<file path="config.mk">
export PLATFORM = sky130hd
export DESIGN_NAME = amd_alu_core
export DESIGN_NICKNAME = d
export VERILOG_FILES = /design/src/design/amd_pkg.sv /design/src/design/amd_regfile_if.sv /design/src/design/amd_working_regs.sv /design/src/design/amd_multiplier.sv /design/src/design/amd_alu_core.sv
export VERILOG_INCLUDE_DIRS = /design/src /design/src/design
export SDC_FILE = /design/constraint.sdc
export NUM_CORES = 2
export LEC_CHECK = 0
export BUFFER_PORTS_ARGS = -buffer_cell sky130_fd_sc_hd__buf_2
export CORE_MARGIN = 2
export CORE_UTILIZATION = 55
export CTS_CLUSTER_DIAMETER = 50
export DETAILED_ROUTE_END_ITERATION = 7
export GPL_TIMING_DRIVEN = 0
export PLACE_DENSITY = 0.72
export SLEW_MARGIN = 10
export SYNTH_ARGS = -nofsm -noshare
export SYNTH_HDL_FRONTEND = slang
export SYNTH_HIERARCHICAL = 1
export SYNTH_SLANG_ARGS = --single-unit
export TNS_END_PERCENT = 30
</file>
<file path="constraint.sdc">
create_clock -name clk -period 12.9 [get_ports clk]
set_input_delay 1.29 -clock clk [delete_from_list [all_inputs] [get_ports clk]]
set_output_delay 1.29 -clock clk [all_outputs]
set_load 0.1 [all_outputs]
</file>
<file path="src/design/amd_params.svh">
/*
 Timing counts, field positions and reset values for the ALU and multiply datapath.
 Included by its bare name from the package, the working register array and the ALU core.
*/
`ifndef AMD_PARAMS_SVH
`define AMD_PARAMS_SVH
`define AMD_WORD_W 16
`define AMD_REG_COUNT 16
`define AMD_FLAG_C 0
`define AMD_FLAG_Z 1
`define AMD_FLAG_N 2
`define AMD_FLAG_OV 3
`define AMD_FLAG_DC 4
`define AMD_STATUS_RESET 5'h00
`define AMD_DIV_STEPS 5'h10
`endif

</file>
<file path="src/design/amd_pkg.sv">
/*
 Types shared by the ALU and multiply datapath: operation codes and multiply modes.
 Assumes amd_params.svh is on the include path.
*/
`include "amd_params.svh"
package amd_pkg;
    typedef enum logic [3:0] {
        AMD_OP_ADD, AMD_OP_ADDC, AMD_OP_SUB, AMD_OP_SUBB,
        AMD_OP_AND, AMD_OP_IOR, AMD_OP_XOR, AMD_OP_SHL,
        AMD_OP_LSR, AMD_OP_ASR, AMD_OP_MUL, AMD_OP_DIVU,
        AMD_OP_DIVS, AMD_OP_MOV
    } amd_op_type;
    typedef enum logic [2:0] {
        AMD_MUL_SS, AMD_MUL_UU, AMD_MUL_SL, AMD_MUL_UL,
        AMD_MUL_US, AMD_MUL_BB
    } amd_mul_type;
endpackage

</file>
<file path="src/design/amd_regfile_if.sv">
/*
 Read and write ports of the working register array, between the top and the array.
 Assumes one clock shared by both ends.
*/
`timescale 1ns/1ps
`default_nettype none
interface amd_regfile_if;
    logic [3:0] readAddrA;
    logic [3:0] readAddrB;
    logic [15:0] readDataA;
    logic [15:0] readDataB;
    logic writeEn;
    logic writeByte;
    logic [3:0] writeAddr;
    logic [15:0] writeData;
    modport user (output readAddrA, readAddrB, writeEn, writeByte, writeAddr, writeData,
        input readDataA, readDataB);
    modport array (input readAddrA, readAddrB, writeEn, writeByte, writeAddr, writeData,
        output readDataA, readDataB);
endinterface
`default_nettype wire

</file>
<file path="src/design/amd_working_regs.sv">
/*
 Working register array of sixteen 16-bit registers, two read ports, one write port.
 Assumes a synchronous reset copy from the top; byte writes touch the low byte only.
*/
`timescale 1ns/1ps
`default_nettype none
`include "amd_params.svh"
module amd_working_regs
    import amd_pkg::*;
(
    input wire logic clk,
    input wire logic rstSync_b,
    amd_regfile_if.array rf
);
    logic [15:0] regs [`AMD_REG_COUNT];
    logic [15:0] next_regs [`AMD_REG_COUNT];

    // Combinational read, so an operand fetched this cycle is used this cycle
    assign rf.readDataA = regs[rf.readAddrA];
    assign rf.readDataB = regs[rf.readAddrB];

    ////////////////////////////////////////////////////////////////////////////////
    // One entry per register, each with its own write decode
    genvar gi;
    generate
        for (gi = 0; gi < `AMD_REG_COUNT; gi++) begin : g_reg
            always_comb begin
                next_regs[gi] = regs[gi];
                if (rf.writeEn && rf.writeAddr == 4'(gi)) begin
                    if (rf.writeByte) begin
                        next_regs[gi] = {regs[gi][15:8], rf.writeData[7:0]};
                    end else begin
                        next_regs[gi] = rf.writeData;
                    end
                end
            end
            always_ff @(posedge clk or negedge rstSync_b) begin
                if (!rstSync_b) begin
                    regs[gi] <= 16'h0000;
                end else begin
                    regs[gi] <= next_regs[gi];
                end
            end
        end
    endgenerate
endmodule
`default_nettype wire

</file>
<file path="src/design/amd_multiplier.sv">
/*
 17x17 signed array multiplier; each operand is extended to 17 bits so every sign mix
 maps to one signed product. Purely combinational; the top registers the result.
*/
`timescale 1ns/1ps
`default_nettype none
module amd_multiplier
    import amd_pkg::*;
(
    input wire logic [15:0] opA,
    input wire logic [15:0] opB,
    input wire logic [4:0] literal,
    input var amd_mul_type mode,
    output logic [31:0] product
);
    logic signed [16:0] extA;
    logic signed [16:0] extB;
    logic signed [33:0] full;

    // Extension bit chosen per mode: sign for signed operands, zero otherwise
    always_comb begin
        extA = {1'b0, opA};
        extB = {1'b0, opB};
        unique case (mode)
            AMD_MUL_SS: begin
                extA = {opA[15], opA};
                extB = {opB[15], opB};
            end
            AMD_MUL_UU: begin
            end
            AMD_MUL_SL: begin
                extA = {opA[15], opA};
                extB = {12'h000, literal};
            end
            AMD_MUL_UL: begin
                extB = {12'h000, literal};
            end
            AMD_MUL_US: begin
                extB = {opB[15], opB};
            end
            AMD_MUL_BB: begin
                extA = {9'h000, opA[7:0]};
                extB = {9'h000, opB[7:0]};
            end
            default: begin
            end
        endcase
    end

    // One signed array serves every mode
    assign full = extA * extB;
    assign product = full[31:0];
endmodule
`default_nettype wire

</file>
<file path="src/design/amd_alu_core.sv">
/*
 16-bit ALU with multiplier, iterative divider, working register array and status flags.
 Assumes the instruction decoder holds issue for one cycle per operation and waits on
 busy for divides; inputs are synchronous to clk.
*/
// How it works
// - The datapath is 16 bits and does add, subtract, shifts and bitwise logic.
// - Arithmetic treats operands and results as two's complement values.
// - Each operation updates carry, zero, negative, overflow and digit carry as it needs.
// - On subtraction carry means no borrow and digit carry means no digit borrow.
// - Each operation except multiply and divide runs in byte or word width as the instruction selects.
// - Operands come from the working register array or from data memory.
// - Results go to the working register array or to a data memory location.
// - There is a hardware multiplier and a divider for a 16-bit divisor.
// - The multiplier is one 17 by 17 array for all sign mixes.
// - Word products are signed by signed, unsigned by unsigned or unsigned by signed.
// - A signed or unsigned word can be multiplied by a 5-bit unsigned literal.
// - An unsigned byte by byte product is supported.
// - The working register array holds sixteen registers numbered zero to fifteen.
`timescale 1ns/1ps
`default_nettype none
`include "amd_params.svh"
module amd_alu_core
    import amd_pkg::*;
(
    input wire logic clk,
    input wire logic rst_b,
    input wire logic issue,
    input var amd_op_type op,
    input var amd_mul_type mulMode,
    input wire logic byteMode,
    input wire logic [3:0] srcAReg,
    input wire logic [3:0] srcBReg,
    input wire logic srcAFromMem,
    input wire logic srcBFromMem,
    input wire logic [15:0] memDataA,
    input wire logic [15:0] memDataB,
    input wire logic [4:0] literal,
    input wire logic [3:0] dstReg,
    input wire logic dstToMem,
    input wire logic flagsWrite,
    output logic [15:0] result,
    output logic [15:0] resultHigh,
    output logic memWrite,
    output logic memWriteByte,
    output logic done,
    output logic busy,
    output logic [4:0] alu_status_register
);
    typedef enum logic [1:0] {AMD_IDLE, AMD_DIV, AMD_FIN} amd_state_type;

    amd_regfile_if rf();
    logic rstMeta_b;
    logic rstSync_b;
    amd_state_type state;
    amd_state_type next_state;
    logic [15:0] opA;
    logic [15:0] opB;
    logic [31:0] product;
    logic [16:0] sumRes;
    logic [4:0] nibSum;
    logic [15:0] logicRes;
    logic [15:0] resVal;
    logic carryOut;
    logic ovfOut;
    logic signBit;
    logic [15:0] next_result;
    logic [15:0] next_resultHigh;
    logic next_memWrite;
    logic next_memWriteByte;
    logic next_done;
    logic [4:0] next_status;
    logic [15:0] divQuot;
    logic [15:0] divRem;
    logic [15:0] divisor;
    logic [4:0] divCnt;
    logic divNegQ;
    logic divNegR;
    logic [3:0] divDst;
    logic divToMem;
    logic [15:0] next_divQuot;
    logic [15:0] next_divRem;
    logic [15:0] next_divisor;
    logic [4:0] next_divCnt;
    logic next_divNegQ;
    logic next_divNegR;
    logic [3:0] next_divDst;
    logic next_divToMem;
    logic [16:0] trial;
    logic [15:0] shiftRem;

    ////////////////////////////////////////////////////////////////////////////////
    // Reset release through two flops; nothing but the second flop reads the first
    always_ff @(posedge clk or negedge rst_b) begin
        if (!rst_b) begin
            rstMeta_b <= 1'b0;
            rstSync_b <= 1'b0;
        end else begin
            rstMeta_b <= 1'b1;
            rstSync_b <= rstMeta_b;
        end
    end

    amd_working_regs u_regs (
        .clk(clk),
        .rstSync_b(rstSync_b),
        .rf(rf.array)
    );

    amd_multiplier u_mul (
        .opA(opA),
        .opB(opB),
        .literal(literal),
        .mode(mulMode),
        .product(product)
    );

    ////////////////////////////////////////////////////////////////////////////////
    // Operand selection: register array or data memory per operand
    assign rf.readAddrA = srcAReg;
    assign rf.readAddrB = srcBReg;
    assign opA = srcAFromMem ? memDataA : rf.readDataA;
    assign opB = srcBFromMem ? memDataB : rf.readDataB;

    // Adder and logic unit; subtraction adds the complement so carry is the inverse of borrow
    always_comb begin
        logic [15:0] addB;
        logic cin;
        addB = opB;
        cin = 1'b0;
        unique case (op)
            AMD_OP_ADDC: cin = alu_status_register[`AMD_FLAG_C];
            AMD_OP_SUB: begin
                addB = ~opB;
                cin = 1'b1;
            end
            AMD_OP_SUBB: begin
                addB = ~opB;
                cin = alu_status_register[`AMD_FLAG_C];
            end
            default: begin
            end
        endcase
        sumRes = {1'b0, opA} + {1'b0, addB} + {16'h0000, cin};
        nibSum = {1'b0, opA[3:0]} + {1'b0, addB[3:0]} + {4'h0, cin};
        unique case (op)
            AMD_OP_AND: logicRes = opA & opB;
            AMD_OP_IOR: logicRes = opA | opB;
            AMD_OP_XOR: logicRes = opA ^ opB;
            AMD_OP_SHL: logicRes = opA << 1;
            AMD_OP_LSR: logicRes = byteMode ? {8'h00, 1'b0, opA[7:1]} : {1'b0, opA[15:1]};
            AMD_OP_ASR: logicRes = byteMode ? {8'h00, opA[7], opA[7:1]} : {opA[15], opA[15:1]};
            default: logicRes = opA;
        endcase
        // Byte mode takes the carry and overflow from bit 7
        if (byteMode) begin
            carryOut = sumRes[8] ^ opA[8] ^ addB[8];
            ovfOut = (opA[7] == addB[7]) && (sumRes[7] != opA[7]);
        end else begin
            carryOut = sumRes[16];
            ovfOut = (opA[15] == addB[15]) && (sumRes[15] != opA[15]);
        end
    end

    ////////////////////////////////////////////////////////////////////////////////
    // Divider step: restoring, one quotient bit per cycle on magnitudes
    assign shiftRem = {divRem[14:0], divQuot[15]};
    assign trial = {divRem[15], shiftRem} - {1'b0, divisor};

    // Result, flags, divider and sequencing next values
    always_comb begin
        logic [15:0] absA;
        logic [15:0] absB;
        logic [15:0] q;
        logic [15:0] r;
        logic flagC;
        logic flagOv;
        logic flagDc;
        logic updC;
        absA = (op == AMD_OP_DIVS && opA[15]) ? 16'(-opA) : opA;
        absB = (op == AMD_OP_DIVS && opB[15]) ? 16'(-opB) : opB;
        q = 16'h0000;
        r = 16'h0000;
        next_state = state;
        next_result = result;
        next_resultHigh = resultHigh;
        next_memWrite = 1'b0;
        next_memWriteByte = 1'b0;
        next_done = 1'b0;
        next_status = alu_status_register;
        next_divQuot = divQuot;
        next_divRem = divRem;
        next_divisor = divisor;
        next_divCnt = divCnt;
        next_divNegQ = divNegQ;
        next_divNegR = divNegR;
        next_divDst = divDst;
        next_divToMem = divToMem;
        rf.writeEn = 1'b0;
        rf.writeByte = 1'b0;
        rf.writeAddr = dstReg;
        rf.writeData = 16'h0000;
        resVal = 16'h0000;
        signBit = 1'b0;
        flagC = alu_status_register[`AMD_FLAG_C];
        flagOv = alu_status_register[`AMD_FLAG_OV];
        flagDc = alu_status_register[`AMD_FLAG_DC];
        updC = 1'b0;
        unique case (state)
            AMD_IDLE: begin
                if (issue) begin
                    unique case (op)
                        AMD_OP_ADD, AMD_OP_ADDC, AMD_OP_SUB, AMD_OP_SUBB: begin
                            resVal = sumRes[15:0];
                            flagC = carryOut;
                            flagOv = ovfOut;
                            flagDc = nibSum[4];
                            updC = 1'b1;
                        end
                        AMD_OP_SHL: begin
                            resVal = logicRes;
                            flagC = byteMode ? opA[7] : opA[15];
                            updC = 1'b1;
                        end
                        AMD_OP_LSR, AMD_OP_ASR: begin
                            resVal = logicRes;
                            flagC = opA[0];
                            updC = 1'b1;
                        end
                        AMD_OP_MUL: begin
                            resVal = product[15:0];
                            next_resultHigh = product[31:16];
                        end
                        AMD_OP_DIVU, AMD_OP_DIVS: begin
                            next_state = AMD_DIV;
                            next_divQuot = absA;
                            next_divRem = 16'h0000;
                            next_divisor = absB;
                            next_divCnt = `AMD_DIV_STEPS;
                            next_divNegQ = (op == AMD_OP_DIVS) && (opA[15] ^ opB[15]);
                            next_divNegR = (op == AMD_OP_DIVS) && opA[15];
                            next_divDst = dstReg;
                            next_divToMem = dstToMem;
                        end
                        default: resVal = logicRes;
                    endcase
                    if (op != AMD_OP_DIVU && op != AMD_OP_DIVS) begin
                        if (byteMode && op != AMD_OP_MUL) begin
                            resVal = {8'h00, resVal[7:0]};
                        end
                        signBit = byteMode ? resVal[7] : resVal[15];
                        next_result = resVal;
                        next_done = 1'b1;
                        // Destination: the array, or a memory write strobe
                        rf.writeEn = !dstToMem;
                        rf.writeByte = byteMode && op != AMD_OP_MUL;
                        rf.writeData = resVal;
                        next_memWrite = dstToMem;
                        next_memWriteByte = byteMode && op != AMD_OP_MUL;
                        if (flagsWrite && op != AMD_OP_MUL && op != AMD_OP_MOV) begin
                            next_status[`AMD_FLAG_Z] = (resVal == 16'h0000);
                            next_status[`AMD_FLAG_N] = signBit;
                            if (updC) begin
                                next_status[`AMD_FLAG_C] = flagC;
                            end
                            next_status[`AMD_FLAG_OV] = updC ? flagOv : 1'b0;
                            next_status[`AMD_FLAG_DC] = flagDc;
                        end
                    end
                end
            end
            AMD_DIV: begin
                next_divRem = trial[16] ? shiftRem : trial[15:0];
                next_divQuot = {divQuot[14:0], !trial[16]};
                next_divCnt = divCnt - 5'h01;
                if (divCnt == 5'h01) begin
                    next_state = AMD_FIN;
                end
            end
            AMD_FIN: begin
                // Quotient to result, remainder to the high word; sign restored here
                q = divNegQ ? 16'(-divQuot) : divQuot;
                r = divNegR ? 16'(-divRem) : divRem;
                next_result = q;
                next_resultHigh = r;
                next_done = 1'b1;
                next_state = AMD_IDLE;
                rf.writeAddr = divDst;
                rf.writeEn = !divToMem;
                rf.writeData = q;
                next_memWrite = divToMem;
                if (flagsWrite) begin
                    next_status[`AMD_FLAG_Z] = (q == 16'h0000);
                    next_status[`AMD_FLAG_N] = q[15];
                    next_status[`AMD_FLAG_OV] = (divisor == 16'h0000);
                end
            end
            default: next_state = AMD_IDLE;
        endcase
    end

    ////////////////////////////////////////////////////////////////////////////////
    // State registers
    always_ff @(posedge clk or negedge rstSync_b) begin
        if (!rstSync_b) begin
            state <= AMD_IDLE;
            result <= 16'h0000;
            resultHigh <= 16'h0000;
            memWrite <= 1'b0;
            memWriteByte <= 1'b0;
            done <= 1'b0;
            busy <= 1'b0;
            alu_status_register <= `AMD_STATUS_RESET;
            divQuot <= 16'h0000;
            divRem <= 16'h0000;
            divisor <= 16'h0000;
            divCnt <= 5'h00;
            divNegQ <= 1'b0;
            divNegR <= 1'b0;
            divDst <= 4'h0;
            divToMem <= 1'b0;
        end else begin
            state <= next_state;
            result <= next_result;
            resultHigh <= next_resultHigh;
            memWrite <= next_memWrite;
            memWriteByte <= next_memWriteByte;
            done <= next_done;
            busy <= (next_state != AMD_IDLE);
            alu_status_register <= next_status;
            divQuot <= next_divQuot;
            divRem <= next_divRem;
            divisor <= next_divisor;
            divCnt <= next_divCnt;
            divNegQ <= next_divNegQ;
            divNegR <= next_divNegR;
            divDst <= next_divDst;
            divToMem <= next_divToMem;
        end
    end

    ////////////////////////////////////////////////////////////////////////////////
    // Checks
    property p_zero_flag;
        @(posedge clk) disable iff (!rstSync_b)
        (state == AMD_IDLE && issue && flagsWrite && op == AMD_OP_AND)
            |=> alu_status_register[`AMD_FLAG_Z] == (result == 16'h0000);
    endproperty
    a_zero_flag: assert property (p_zero_flag) else $error("zero flag wrong");

    property p_div_len;
        @(posedge clk) disable iff (!rstSync_b)
        (state == AMD_IDLE && issue && (op == AMD_OP_DIVU || op == AMD_OP_DIVS))
            |=> busy ##16 (state == AMD_FIN) ##1 done;
    endproperty
    a_div_len: assert property (p_div_len) else $error("divide length wrong");

    property p_byte_high;
        @(posedge clk) disable iff (!rstSync_b)
        (state == AMD_IDLE && issue && byteMode && op == AMD_OP_XOR)
            |=> result[15:8] == 8'h00;
    endproperty
    a_byte_high: assert property (p_byte_high) else $error("byte result high");

    property p_mem_dst;
        @(posedge clk) disable iff (!rstSync_b)
        (state == AMD_IDLE && issue && op == AMD_OP_ADD) |=> memWrite == $past(dstToMem);
    endproperty
    a_mem_dst: assert property (p_mem_dst) else $error("memory write strobe wrong");

    property p_sub_borrow;
        @(posedge clk) disable iff (!rstSync_b)
        (state == AMD_IDLE && issue && flagsWrite && op == AMD_OP_SUB && !byteMode)
            |=> alu_status_register[`AMD_FLAG_C] == ($past(opA) >= $past(opB));
    endproperty
    a_sub_borrow: assert property (p_sub_borrow) else $error("borrow wrong");

    property p_mul_uu;
        @(posedge clk) disable iff (!rstSync_b)
        (state == AMD_IDLE && issue && op == AMD_OP_MUL && mulMode == AMD_MUL_UU)
            |=> {resultHigh, result} == $past(opA) * $past(opB);
    endproperty
    a_mul_uu: assert property (p_mul_uu) else $error("unsigned product wrong");

    property p_neg_flag;
        @(posedge clk) disable iff (!rstSync_b)
        (state == AMD_IDLE && issue && flagsWrite && op == AMD_OP_IOR && !byteMode)
            |=> alu_status_register[`AMD_FLAG_N] == result[15];
    endproperty
    a_neg_flag: assert property (p_neg_flag) else $error("negative flag wrong");

    property p_done_pulse;
        @(posedge clk) disable iff (!rstSync_b)
        done |=> !done || $past(state == AMD_IDLE && issue);
    endproperty
    a_done_pulse: assert property (p_done_pulse) else $error("done held");
endmodule
`default_nettype wire

</file>
==> results.md <==
- Final setup margin: 1.13 ns
- Worst r2r dst: u_regs/regs[174]
- Rows: just over 90
- Initial drt markers: around 2,500
- Largest delay share family, worst path: adder cells
- Post-layout util: 61.0%
- Yosys reg bits: 361
- Yosys top cell by area: dfrtp_1
- Clock Skew: around 0.046 ns
- GRT Residual Overflow: 0
- Pre-CTS setup slack: 1.11 ns
- Crit-path slowest cell: o22ai_1
- Routability cong.: 1.02
- DIE AREA: 0.0644 mm2
- Post-Synth Adder-Cell Area: 22.1%
- Clock Sink Count: 361
- Average cell area after synthesis: 10.2 um2
- Total CTS buffers: 44
- Synth Flop Type: dfrtp_1
- FF-to-FF setup slack: 2.33 ns
- RSZ-0062 raised after global routing: no
- VDD IR max: 0.148 mV
- Synth unique cells: 103
- Post-CTS Setup Repair Bufs: 0
- H-tree depth: 2
- Fill count: 5,293
- Die width: around 250 um
- Most common cell after layout, fill and taps aside: inv_1
- DR pass1 iterations: 5
- I/O Pins: 105
- Hold_buf cts: 0
- Largest cells by area after synthesis: dfrtp_1 (26%), fa_1 (17%), mux2_2 (8.5%)
- CTS tree: yes
- Largest net degree at the start of global routing: between 60 and 70
- Die Ht: 254 um
- Critical Path End Type: flop
- FMAX: 85.0 MHz
- Final number of hold-violating endpoints: 0
- Crit path largest cell delay: between 0.8 and 0.9 ns
- Via Count: roughly 27,000
- Share of the synthesized area in the top cell type: roughly a quarter
- Register-to-Register Path Depth: 30
- Final Net Count: roughly 4,000
- Final WL: 106,000 um
- Area Overhead vs Synth: 9.65%
- Final setup fails: 0
- PortBufs: 97
- CP Capture Point: u_regs/regs[174]
- Clock tree buffer depth: 3
- Hold Path Class: reg2reg
- Crit start category: primary input
- Largest family of logic cells by synthesized area: adder cells
- Stages on the worst setup path: 32
- Syn Inst Count: 3,354
- Via-per-instance ratio: roughly 6.2
- Register area share after synthesis: 26.3%
- # resized after CTS: 0
- Worst-Skew Late Latency: 0.61 ns
- Period utilisation layout: between 90% and 100%
- DR DRC count: 0
- Leakage: 18.1 nW
- Mux cell area share after synthesis: 19.0%
- GR Util All Layers: 33.5%
- Compound-Gate Fraction of Synth Area: between 9 and 10%
- P per Cell Area: around 170 mW/mm2
- Antenna violations before repair: 1
- Reg clk slew, reported paths: 0.06 ns
- WP buf/inv: 9
- Vias in the first global route: 27,369
- Minimum clock period after layout: 11.77 ns
- Total core area: 0.0617 mm2
- Slew Limit Fails: 0
- Max Cap Violations: 0
- Syn nets: between 3,000 and 4,000
- Critical Path RT: 13.44 ns
- Ys Warns: 6
- Drt wl/cell: 24.1 um
- Async set-reset flop share out of synthesis: 100%
- CP max FO: 10
- Antenna Nets Post-Route: 0
- Reg2reg start: u_regs/regs[216]
- Slew Limit Headroom: under 10%
- Outcome: completed
- Critical path origin: srcAReg[1]
- Dpl hpwl: about 82,000 um
- Effective utilization at floorplan: a little under three fifths
- Netlist Area Pre-Place: between 0.03 and 0.04 mm2
- Commonest non-fill, non-tap cells in the layout: inv_1 (426), dfrtp_1 (360), nand2_1 (306), fa_1 (285), mux2_2 (260)
- Post-synthesis simple-gate area fraction: 12.0%
- Global-route wire length before repair: approximately 160,000 um
- CP Data Arrival Time: 12.31 ns
- Worst Path Class, Setup: in2reg
- Clk root buf: clkbuf_16
- Synth Area in XOR/XNOR: 3.63%
- Worst-margin pin slew: 1.35 ns
- Layout cells sized above 1: 19.7%
- Post-synth EDFFs: 0
==> state kept, by name, summed over array words and instances, names as in the netlist <==
register	flops
memWriteByte	1
done	1
divDst	4
u_regs/regs	256
rstSync_b	1
divNegR	1
busy	1
divQuot	16
result	16
divCnt	5
state	2
divToMem	1
memWrite	1
rstMeta_b	1
divisor	16
divRem	16
alu_status_register	5
resultHigh	16
divNegQ	1
==> synthesized netlist by cell type (31+ instances only) <==
cell type	number
a21o_1	35
a21oi_1	114
a22oi_1	76
and2_1	88
and3_1	36
buf_2	37
clkbuf_1	125
dfrtp_1	361
fa_1	285
ha_1	151
inv_1	426
mux2_2	260
mux2i_1	51
mux4_2	129
nand2_1	306
nand3_1	38
nor2_1	164
nor2b_1	43
nor3_1	31
o21ai_0	131
xnor2_1	98
xor2_1	41
==> through the flow <==
stage	cell area [um2]	TNS (ns)	total power, W	hold slack [ns]	cells
2_1_floorplan	34300	0	0.00403	0.331	3354
3_3_place_gp	35900	-738.90	0.00483	0.335	4288
3_5_place_dp	36000	0	0.00490	0.339	4297
4_1_cts	37600	0	0.00626	0.353	4377
5_1_grt	37600	0	0.00665	0.359	4377
6_report	37600	0	0.00628	0.349	4380
==> metal layers <==
metal / track usage (%) / vias up / share of wire, %
li1: - / 11708 / -
met5: 0 / - / 0.012
met2: 52.9 / 1350 / 46
met4: 16.8 / 2 / 5.5
met1: 44.0 / 13753 / 39
met3: 7.27 / 289 / 9.0
==> logic make-up (layout without fill, tap and decap cells) <==
family	count (synthesis)	in the layout
AOI/OAI and AO/OA	523	523
buffers and inverters	619	805
other	1	4
muxes	452	452
adders and majority gates	436	436
DFF	361	361
and+or+nand+nor	822	822
xor gates and xnor gates	140	140
==> power breakdown <==
part,switching (W),total (W),internal [W]
combinational,0.00212,0.00332,0.00120
sequential,0.000241,0.00163,0.00139
clock,0.000543,0.00133,0.000790
==> worst min path at each step <==
| stage | start | to | slack (ns) | depth (start not counted) |
|---|---|---|---|---|
| floorplan | rstMeta_b | rstSync_b | 0.33 | 0 |
| global placement | rstMeta_b | rstSync_b | 0.33 | 0 |
| detailed placement | rstMeta_b | rstSync_b | 0.34 | 0 |
| CTS | rstMeta_b | rstSync_b | 0.35 | 0 |
| global route | rstMeta_b | rstSync_b | 0.36 | 0 |
| finish | rstMeta_b | rstSync_b | 0.35 | 0 |
==> area by class of cell <==
cell class                 instances  area, um2  area share [%]
sequential                       361       9040            24.0
antenna                            3       7.51          0.0200
timing repair buffer             106        662            1.76
inverter                         428       1610            4.27
multi-input combinational       2374      22800            60.7
clock buffer                      56       1230            3.26
buffer                           191        846            2.25
tap                              837       1050            2.78
clock inverter                    24        353           0.938
==> worst reg2reg max path: cells and delay by family (launching register included) <==
| kind | cells | cell delay (ns) |
|---|---|---|
| buffers and inverters | 7 | 1.54 |
| multiplexers | 3 | 1.50 |
| AO/OA/AOI/OAI | 7 | 2.24 |
| adder cells (fa/ha/maj) | 7 | 3.25 |
| flip-flops | 1 | 0.39 |
| AND/OR/NAND/NOR | 5 | 1.14 |
| XOR/XNOR | 1 | 0.43 |
Power figures use the tool's default switching activity.
